## config.mk

```make
export PLATFORM = sky130hd
export DESIGN_NAME = gpio_audio_pin_sharing
export DESIGN_NICKNAME = d
export VERILOG_FILES = /design/src/pin_share_pkg.sv /design/src/pin_cell.sv /design/src/gpio_audio_pin_sharing.sv
export VERILOG_INCLUDE_DIRS = /design/src
export SDC_FILE = /design/constraint.sdc
export NUM_CORES = 1
export LEC_CHECK = 0
export BUFFER_PORTS_ARGS = -buffer_cell sky130_fd_sc_hd__buf_2
export CAP_MARGIN = 5
export CELL_PAD_IN_SITES_DETAIL_PLACEMENT = 0
export CELL_PAD_IN_SITES_GLOBAL_PLACEMENT = 2
export CORE_MARGIN = 2
export CORE_UTILIZATION = 35
export DETAILED_ROUTE_END_ITERATION = 12
export GPL_ROUTABILITY_DRIVEN = 0
export PLACE_DENSITY_LB_ADDON = 0.1
export SETUP_SLACK_MARGIN = 0.05
export SLEW_MARGIN = 5
export SYNTH_ARGS = -nofsm -noshare
export SYNTH_HDL_FRONTEND = slang
export SYNTH_HIERARCHICAL = 1
export SYNTH_SLANG_ARGS = --single-unit
```

## constraint.sdc

```tcl
create_clock -name ref_clk -period 1.46 [get_ports ref_clk]
set_input_delay 0.146 -clock ref_clk [delete_from_list [all_inputs] [get_ports ref_clk]]
set_output_delay 0.146 -clock ref_clk [all_outputs]
set_load 0.01 [all_outputs]
```

## src/pin_share_consts.svh

```systemverilog
`ifndef PIN_SHARE_CONSTS_SVH
`define PIN_SHARE_CONSTS_SVH
// Contract
// - Standard pins 0,1,2,3,9 reset to general-purpose role, driving low.
// - Four fast pins reset to general-purpose role, output released.
// - Fast pin general-purpose drive exists only while dual-link operation is active; the SPI alternate is not gated.
// - Pins 5 to 8 are register controlled only, reset general-purpose low.
// - Each shared pin's role comes from a register setting, not a pin.
// - Surround mode drives word clock, bit clock and two data outputs.
`define STD_PIN_COUNT    5
`define FAST_PIN_COUNT   4
`define REG_PIN_COUNT    4
`define STD_OUT_RESET    5'h00
`define STD_OE_RESET     5'h1f
`define FAST_OE_RESET    4'h0
`define REG_OUT_RESET    4'h0
`define REG_OE_RESET     4'hf
`define STD_ALT_RESET    1'b0
`define FAST_ALT_RESET   1'b0
`define REG_ALT_RESET    1'b0
// Positions of the surround signals within the register-only pin group.
`define SS_DATA_B_BIT    0
`define SS_DATA_A_BIT    1
`define SS_WORD_CLK_BIT  2
`define SS_BIT_CLK_BIT   3
`endif

```

## src/pin_share_pkg.sv

```systemverilog
package pin_share_pkg;
  // Role of a shared pin group.
  typedef enum logic [1:0] {
    ROLE_GPIO = 2'b01,
    ROLE_ALT  = 2'b10
  } pin_role_t;
endpackage : pin_share_pkg

```

## src/pin_cell.sv

```systemverilog
`include "pin_share_consts.svh"
// One shared pin: a general-purpose output and an alternate function, with
// the role chosen by a registered select. Output and enable are registered.
module pin_cell #(
  parameter logic RST_OUT = 1'b0,
  parameter logic RST_OE  = 1'b0
) (
  input  wire logic ref_clk,
  input  wire logic resetn,
  input  wire logic alt_sel,
  input  wire logic gpio_out,
  input  wire logic gpio_oe,
  input  wire logic alt_out,
  input  wire logic alt_oe,
  output logic      pin_out_r,
  output logic      pin_oe_r
);
  // The selected source is latched each cycle so the pin is glitch free.
  always_ff @(posedge ref_clk or negedge resetn) begin
    if (!resetn) begin
      pin_out_r <= RST_OUT;
      pin_oe_r  <= RST_OE;
    end else begin
      pin_out_r <= alt_sel ? alt_out : gpio_out;
      pin_oe_r  <= alt_sel ? alt_oe : gpio_oe;
    end
  end
endmodule : pin_cell

```

## src/gpio_audio_pin_sharing.sv

```systemverilog
`include "pin_share_consts.svh"
// Pin sharing for the standard, fast and register-only general-purpose pins.
// Configuration arrives as plain ports from the register block; a new value
// is taken only on its write strobe, so the roles hold between writes.
module gpio_audio_pin_sharing (
  input  wire logic                        ref_clk,
  input  wire logic                        resetn,
  // Register block write strobes and data.
  input  wire logic                        std_cfg_we,
  input  wire logic                        std_alt_wdata,
  input  wire logic [`STD_PIN_COUNT-1:0]   std_out_wdata,
  input  wire logic [`STD_PIN_COUNT-1:0]   std_oe_wdata,
  input  wire logic                        fast_cfg_we,
  input  wire logic                        fast_alt_wdata,
  input  wire logic [`FAST_PIN_COUNT-1:0]  fast_out_wdata,
  input  wire logic [`FAST_PIN_COUNT-1:0]  fast_oe_wdata,
  input  wire logic                        reg_cfg_we,
  input  wire logic                        reg_alt_wdata,
  input  wire logic [`REG_PIN_COUNT-1:0]   reg_out_wdata,
  input  wire logic [`REG_PIN_COUNT-1:0]   reg_oe_wdata,
  input  wire logic                        dual_link,
  // Alternate function sources.
  input  wire logic [`STD_PIN_COUNT-1:0]   aux_audio_out,
  input  wire logic                        spi_out_0,
  input  wire logic                        spi_out_1,
  input  wire logic                        spi_out_2,
  input  wire logic                        spi_out_3,
  input  wire logic [`FAST_PIN_COUNT-1:0]  spi_oe,
  input  wire logic                        surround_word_clock,
  input  wire logic                        surround_bit_clock,
  input  wire logic                        surround_data_a,
  input  wire logic                        surround_data_b,
  // Pin drivers; enable is high while the device drives the pin.
  output logic [`STD_PIN_COUNT-1:0]        std_pin_out,
  output logic [`STD_PIN_COUNT-1:0]        std_pin_oe,
  output logic [`FAST_PIN_COUNT-1:0]       fast_pin_out,
  output logic [`FAST_PIN_COUNT-1:0]       fast_pin_oe,
  output logic [`REG_PIN_COUNT-1:0]        reg_only_pin_out,
  output logic [`REG_PIN_COUNT-1:0]        reg_only_pin_oe,
  // Current role of each group, for status readback.
  output logic                             std_alt_r,
  output logic                             fast_alt_r,
  output logic                             reg_alt_r
);
  logic [`STD_PIN_COUNT-1:0]  std_out_r;
  logic [`STD_PIN_COUNT-1:0]  std_oe_r;
  logic [`FAST_PIN_COUNT-1:0] fast_out_r;
  logic [`FAST_PIN_COUNT-1:0] fast_oe_r;
  logic [`REG_PIN_COUNT-1:0]  reg_out_r;
  logic [`REG_PIN_COUNT-1:0]  reg_oe_r;
  logic [`FAST_PIN_COUNT-1:0] fast_gpio_oe;
  logic [`FAST_PIN_COUNT-1:0] fast_alt_out;
  logic [`REG_PIN_COUNT-1:0]  surround_bus;
  pin_share_pkg::pin_role_t   std_role;
  logic                       std_sel;

  // Standard pins start as general purpose driving low.
  always_ff @(posedge ref_clk or negedge resetn) begin
    if (!resetn) begin
      std_alt_r <= `STD_ALT_RESET;
      std_out_r <= `STD_OUT_RESET;
      std_oe_r  <= `STD_OE_RESET;
    end else if (std_cfg_we) begin
      std_alt_r <= std_alt_wdata;
      std_out_r <= std_out_wdata;
      std_oe_r  <= std_oe_wdata;
    end
  end

  // Fast pins start released; their role changes only on a write.
  always_ff @(posedge ref_clk or negedge resetn) begin
    if (!resetn) begin
      fast_alt_r <= `FAST_ALT_RESET;
      fast_out_r <= '0;
      fast_oe_r  <= `FAST_OE_RESET;
    end else if (fast_cfg_we) begin
      fast_alt_r <= fast_alt_wdata;
      fast_out_r <= fast_out_wdata;
      fast_oe_r  <= fast_oe_wdata;
    end
  end

  // Register-only pins have no strap or pin control at all.
  always_ff @(posedge ref_clk or negedge resetn) begin
    if (!resetn) begin
      reg_alt_r <= `REG_ALT_RESET;
      reg_out_r <= `REG_OUT_RESET;
      reg_oe_r  <= `REG_OE_RESET;
    end else if (reg_cfg_we) begin
      reg_alt_r <= reg_alt_wdata;
      reg_out_r <= reg_out_wdata;
      reg_oe_r  <= reg_oe_wdata;
    end
  end

  // Fast GPIO drive is gated by dual link; in single link the GPIO role leaves the pins floating.
  // The host must clear the jitter cleaner before enabling surround mode;
  // this block drives the bit clock regardless and does not check it.
  always_comb begin
    fast_gpio_oe = dual_link ? fast_oe_r : '0;
    fast_alt_out = {spi_out_3, spi_out_2, spi_out_1, spi_out_0};
    surround_bus = '0;
    surround_bus[`SS_DATA_B_BIT]   = surround_data_b;
    surround_bus[`SS_DATA_A_BIT]   = surround_data_a;
    surround_bus[`SS_WORD_CLK_BIT] = surround_word_clock;
    surround_bus[`SS_BIT_CLK_BIT]  = surround_bit_clock;
    std_role = std_alt_r ? pin_share_pkg::ROLE_ALT : pin_share_pkg::ROLE_GPIO;
    std_sel  = (std_role == pin_share_pkg::ROLE_ALT);
  end

  // Standard pins: the alternate is the auxiliary audio output set, which
  // only ever drives. Slot 4 of each bus is pin 9; slots 0 to 3 are pins 0-3.
  pin_cell #(.RST_OUT(1'b0), .RST_OE(1'b1)) u_std_0 (
    .ref_clk   (ref_clk),
    .resetn    (resetn),
    .alt_sel   (std_sel),
    .gpio_out  (std_out_r[0]),
    .gpio_oe   (std_oe_r[0]),
    .alt_out   (aux_audio_out[0]),
    .alt_oe    (1'b1),
    .pin_out_r (std_pin_out[0]),
    .pin_oe_r  (std_pin_oe[0])
  );

  pin_cell #(.RST_OUT(1'b0), .RST_OE(1'b1)) u_std_1 (
    .ref_clk   (ref_clk),
    .resetn    (resetn),
    .alt_sel   (std_sel),
    .gpio_out  (std_out_r[1]),
    .gpio_oe   (std_oe_r[1]),
    .alt_out   (aux_audio_out[1]),
    .alt_oe    (1'b1),
    .pin_out_r (std_pin_out[1]),
    .pin_oe_r  (std_pin_oe[1])
  );

  pin_cell #(.RST_OUT(1'b0), .RST_OE(1'b1)) u_std_2 (
    .ref_clk   (ref_clk),
    .resetn    (resetn),
    .alt_sel   (std_sel),
    .gpio_out  (std_out_r[2]),
    .gpio_oe   (std_oe_r[2]),
    .alt_out   (aux_audio_out[2]),
    .alt_oe    (1'b1),
    .pin_out_r (std_pin_out[2]),
    .pin_oe_r  (std_pin_oe[2])
  );

  pin_cell #(.RST_OUT(1'b0), .RST_OE(1'b1)) u_std_3 (
    .ref_clk   (ref_clk),
    .resetn    (resetn),
    .alt_sel   (std_sel),
    .gpio_out  (std_out_r[3]),
    .gpio_oe   (std_oe_r[3]),
    .alt_out   (aux_audio_out[3]),
    .alt_oe    (1'b1),
    .pin_out_r (std_pin_out[3]),
    .pin_oe_r  (std_pin_oe[3])
  );

  // Pin 9 shares the group select, so it cannot be switched on its own.
  pin_cell #(.RST_OUT(1'b0), .RST_OE(1'b1)) u_std_4 (
    .ref_clk   (ref_clk),
    .resetn    (resetn),
    .alt_sel   (std_sel),
    .gpio_out  (std_out_r[4]),
    .gpio_oe   (std_oe_r[4]),
    .alt_out   (aux_audio_out[4]),
    .alt_oe    (1'b1),
    .pin_out_r (std_pin_out[4]),
    .pin_oe_r  (std_pin_oe[4])
  );

  // Fast pins: the alternate is the SPI signal set. Only the GPIO enable is
  // gated by dual link; the SPI enables pass through as given.
  pin_cell #(.RST_OUT(1'b0), .RST_OE(1'b0)) u_fast_0 (
    .ref_clk   (ref_clk),
    .resetn    (resetn),
    .alt_sel   (fast_alt_r),
    .gpio_out  (fast_out_r[0]),
    .gpio_oe   (fast_gpio_oe[0]),
    .alt_out   (fast_alt_out[0]),
    .alt_oe    (spi_oe[0]),
    .pin_out_r (fast_pin_out[0]),
    .pin_oe_r  (fast_pin_oe[0])
  );

  pin_cell #(.RST_OUT(1'b0), .RST_OE(1'b0)) u_fast_1 (
    .ref_clk   (ref_clk),
    .resetn    (resetn),
    .alt_sel   (fast_alt_r),
    .gpio_out  (fast_out_r[1]),
    .gpio_oe   (fast_gpio_oe[1]),
    .alt_out   (fast_alt_out[1]),
    .alt_oe    (spi_oe[1]),
    .pin_out_r (fast_pin_out[1]),
    .pin_oe_r  (fast_pin_oe[1])
  );

  pin_cell #(.RST_OUT(1'b0), .RST_OE(1'b0)) u_fast_2 (
    .ref_clk   (ref_clk),
    .resetn    (resetn),
    .alt_sel   (fast_alt_r),
    .gpio_out  (fast_out_r[2]),
    .gpio_oe   (fast_gpio_oe[2]),
    .alt_out   (fast_alt_out[2]),
    .alt_oe    (spi_oe[2]),
    .pin_out_r (fast_pin_out[2]),
    .pin_oe_r  (fast_pin_oe[2])
  );

  pin_cell #(.RST_OUT(1'b0), .RST_OE(1'b0)) u_fast_3 (
    .ref_clk   (ref_clk),
    .resetn    (resetn),
    .alt_sel   (fast_alt_r),
    .gpio_out  (fast_out_r[3]),
    .gpio_oe   (fast_gpio_oe[3]),
    .alt_out   (fast_alt_out[3]),
    .alt_oe    (spi_oe[3]),
    .pin_out_r (fast_pin_out[3]),
    .pin_oe_r  (fast_pin_oe[3])
  );

  // Register-only pins: the alternate is surround audio, always driven.
  // Slot 0 is pin 5 (data B), 1 is pin 6 (data A), 2 is pin 7 (word clock)
  // and 3 is pin 8 (bit clock).
  pin_cell #(.RST_OUT(1'b0), .RST_OE(1'b1)) u_reg_0 (
    .ref_clk   (ref_clk),
    .resetn    (resetn),
    .alt_sel   (reg_alt_r),
    .gpio_out  (reg_out_r[0]),
    .gpio_oe   (reg_oe_r[0]),
    .alt_out   (surround_bus[0]),
    .alt_oe    (1'b1),
    .pin_out_r (reg_only_pin_out[0]),
    .pin_oe_r  (reg_only_pin_oe[0])
  );

  pin_cell #(.RST_OUT(1'b0), .RST_OE(1'b1)) u_reg_1 (
    .ref_clk   (ref_clk),
    .resetn    (resetn),
    .alt_sel   (reg_alt_r),
    .gpio_out  (reg_out_r[1]),
    .gpio_oe   (reg_oe_r[1]),
    .alt_out   (surround_bus[1]),
    .alt_oe    (1'b1),
    .pin_out_r (reg_only_pin_out[1]),
    .pin_oe_r  (reg_only_pin_oe[1])
  );

  pin_cell #(.RST_OUT(1'b0), .RST_OE(1'b1)) u_reg_2 (
    .ref_clk   (ref_clk),
    .resetn    (resetn),
    .alt_sel   (reg_alt_r),
    .gpio_out  (reg_out_r[2]),
    .gpio_oe   (reg_oe_r[2]),
    .alt_out   (surround_bus[2]),
    .alt_oe    (1'b1),
    .pin_out_r (reg_only_pin_out[2]),
    .pin_oe_r  (reg_only_pin_oe[2])
  );

  // The bit clock is registered like the rest, so its edges lag the source
  // by one core cycle; it must run well below half the core clock.
  pin_cell #(.RST_OUT(1'b0), .RST_OE(1'b1)) u_reg_3 (
    .ref_clk   (ref_clk),
    .resetn    (resetn),
    .alt_sel   (reg_alt_r),
    .gpio_out  (reg_out_r[3]),
    .gpio_oe   (reg_oe_r[3]),
    .alt_out   (surround_bus[3]),
    .alt_oe    (1'b1),
    .pin_out_r (reg_only_pin_out[3]),
    .pin_oe_r  (reg_only_pin_oe[3])
  );
endmodule : gpio_audio_pin_sharing

```

Word-level counts from Yosys, hierarchy flattened. Index checks and enable logic that the tools add are counted. Widths: inputs -> output; s select.

Bits in registers: 55. Bits in writable memories: 0. Latch bits: 0. Output and inout bits: 29. Word-level logic and storage cells: 64. Memory bits (read-only): 0. Memories: 0. Input port bits: 52.

Reduce and logical (&&, ||, !) cells: 0. Add/subtract/negate cells: 0. Muxes and demuxes: 28. Div/mod/pow operators: 0. Equality and inequality tests: 1. Shifts and indexed selects: 0. $lt $le $gt $ge: 0. Bitwise logic cells: 0. Multiply operators: 0.

Operator list (count): $mux 1 (26); $mux 4 (1); $eq 2x2->1 const B (1); $mux 2 (1).

Longest topological paths before layout.
Depth in word-level cells: 3. Gate-level depth with buffers: 2. Mapped depth without buffers: 2.

Hierarchy. Netlist, hierarchy kept.

Modules (own cells, without submodules): gpio_audio_pin_sharing (area an instance 1163.6 µm², seq. area each 737.0 µm², instances 1, cells each 66); pin_cell at u_reg_0 ... (area an instance 73.8 µm², seq. area each 51.3 µm², instances 9, cells each 4); pin_cell at u_fast_0 ... (area an instance 72.6 µm², seq. area each 50.0 µm², instances 4, cells each 4).

Worst setup path after synthesis. OpenSTA, ideal clock, no wires.

Kind: register -> register. From: register std_alt_r. To: register u_std_0.pin_out_r. Library setup time: 0.125 ns. Required time: 1.335 ns. Path slack: 0.398 ns. Arrival time: 0.937 ns. Stages on the path, launching flop included: 2. Clock period less this slack: 1.062 ns. Cells stage by stage: dfrtp_1 mux2_2.

Cells in the longest elaborated chain, start to end: 3.

Ends and longest elaborated chain: from (decl) (RTL line gpio_audio_pin_sharing.sv:41) `output logic std_alt_r,`; from (signal assigned) (RTL line gpio_audio_pin_sharing.sv:60) `` std_alt_r <= `STD_ALT_RESET; ``; from (signal assigned) (RTL line gpio_audio_pin_sharing.sv:64) `std_alt_r <= std_alt_wdata;`; $mux 2 (RTL line gpio_audio_pin_sharing.sv:107) `std_role = std_alt_r ? pin_share_pkg::ROLE_ALT : pin_share_pkg::ROLE_GPIO;`; $eq 2x2->1 (RTL line gpio_audio_pin_sharing.sv:108) `std_sel = (std_role == pin_share_pkg::ROLE_ALT);`; $mux 1 (RTL line pin_cell.sv:24) `pin_out_r <= alt_sel ? alt_out : gpio_out;`; to (signal assigned) (RTL line pin_cell.sv:24); to (decl) (RTL line pin_cell.sv:15) `output logic pin_out_r,`.

No other way between the ends. A chain may end at the register's enable or synchronous reset.

Worst setup path after layout.
From: register std_alt_r. To: output std_alt_r.

No word-level cell between the ends.

==> run metrics <==
Antenna diodes 0; H-tree levels 2; post-synthesis sequential area ratio 66.04%; Detailed Place HPWL 2802 um; NetSw 741.2 uW; Sink Count 55; Int Power 2460 uW; vias in the first global route 1323; total CTS buffers 5; largest net degree at the start of global routing 56; setup TNS 0 ns; delay of the slowest critical-path stage 0.64 ns; via count 1266; Starting DRT DRC Count 30; DRC Markers 0; Worst EP required 1.31 ns; Crit. path cell count 1; die area 6690 sq um; CP cell instances buf_2; hold path cells 2; first-pass GRT wire length 6196 um; Routed WL per cell 13.57 um; min setup slack post-route 0.1532 ns; outcome completed; Hold WC Path Type input port to register; drt pass-1 iters 2; row count 28; total length of routed wires 3909 um; Synth Cell Area 2118 sq um; crit path DAT 1.16 ns; FF-to-FF path depth 1; clock share of power 27.8%; antenna violations before repair 0; Buffers on Ports 80; DIE HEIGHT 81.80 um; Clock Latency Late Sink 0.30 ns; antenna-violating nets left 0; hold buffer count at cts 1; Buf/Inv on CP 1; routed vias/inst 4.396; Die Wd 81.80 um; Starting Density 35.99%; CTS tree yes; Root Driver clkbuf_8; Slowest cell on crit path dfrtp_1; Worst Setup Start Kind register; post-place setup slack 0.3049 ns; pwr dens 1169 nW/um^2; GRT Total Usage 12.56%; Period Utilization, post-route 89.51%; YS warnings 6; grt total ovfl 0; RSZ-0062 raised after global routing false; CTS max path bufs 2; CP delay by family, top flip-flops; Synth cell types 7; Slew Viols, Final 0; final setup vio count 0; fraction of layout cells with a size suffix above 1 75.59%; Reg clk slew, reported paths 0.09 ns; Crit. End Element primary output; Sw Ratio 23.15%; I/O pin total 81; post-CTS setup buffers 0; # Max-Cap Violations 0; area of the core 5886 sq um; worst hold slack 0.07088 ns; Peak supply drop 463.3 uV; number of cells upsized or downsized after cts 0; combinational fraction of design power 15.5%; max frequency 0.7652 GHz; sequential power share 56.8%; critical path class register to primary output; synth-to-layout area growth 29.30%; Avg Inst Size Synth 17.95 sq um; Mapped Cells 118; Seq cells post-synth 55; critical-path maximum fanout 12; Pwr Total 3201 uW; min Tclk post-route 1.307 ns; Layout Skew 0.004093 ns; Pleak 0.001307 uW; final hold vios 0; Layout Nets 264
## registers in the layout, indices dropped and copies added (netlist names), 4 cells and up
signal	cells
std_out_r	5
reg_oe_r	4
fast_oe_r	4
std_oe_r	5
fast_out_r	4
reg_out_r	4
## per-layer routing
layer / global-route usage, % / part of all wire (%) / wire, um / vias up
met1: 15.00 / 38 / 1504 / 622
li1: - / - / - / 591
met4: 4.500 / 1.2 / 46 / 0
met2: 20.33 / 51 / 1997 / 47
met3: 5.275 / 9.2 / 360 / 6
met5: 0 / 0 / 0 / -
## Yosys cell counts
library cell | count | area (sq um)
buf_6 | 3 | 33.78
mux2_2 | 45 | 506.7
conb_1 | 1 | 3.750
mux2_4 | 10 | 150.1
and2_1 | 4 | 25.02
dfstp_2 | 18 | 473.0
dfrtp_1 | 37 | 925.9
## cells in the final DEF (no fill, tap or decap)
master and n:
buf_12 1, and2_1 4, buf_2 80, dfstp_2 18, clkbuf_8 7, dlygate4sd3_1 1, dfrtp_1 37, mux2_2 45
conb_1 9, clkbuf_1 1, mux2_4 10
## cell families after synthesis
family / Yosys count / synth area share, %
buffers and inverters: 3 / 1.595
DFF: 55 / 66.04
muxes: 55 / 31.01
other: 1 / 0.1770
and+or+nand+nor: 4 / 1.181
## final timing paths
check                                  from  slack, ns                end
min                        std_out_wdata[0]       0.07       std_out_r[0]
max in group asynchronous            resetn       0.79   u_std_1/pin_oe_r
max reg2reg                       std_alt_r       0.32  u_std_3/pin_out_r
max                               std_alt_r       0.15          std_alt_r
min in group asynchronous            resetn       0.35  u_reg_1/pin_out_r
min reg2reg                    fast_oe_r[1]       0.50       fast_oe_r[1]
## stage by stage
| step | std cells | util (%) | cell area (sq um) |
|---|---|---|---|
| 6_report | 288 | 46.53 | 2739 |
| 5_1_grt | 288 | 46.53 | 2739 |
| 4_1_cts | 288 | 46.53 | 2739 |
| 3_5_place_dp | 279 | 44.66 | 2629 |
| 3_3_place_gp | 279 | 44.66 | 2629 |
| 2_1_floorplan | 126 | - | 2148 |
## final cells by class
class,count,area [sq um]
flip-flops and latches,55,1399
clock buffers,8,100.1
multi-input cells,68,715.7
well taps,75,93.84
fillers,554,3147
repair buffers,82,430.4
## power groups by stage
stage               logic (uW)  clock network (uW)  registers (uW)
floorplan                  229                   0            1880
global placement           490                   0            1840
detailed placement         502                   0            1850
CTS                        506                 934            1820
global route               544                 999            1850
finish                     496                 889            1820
(Power assumes the default switching activity.)
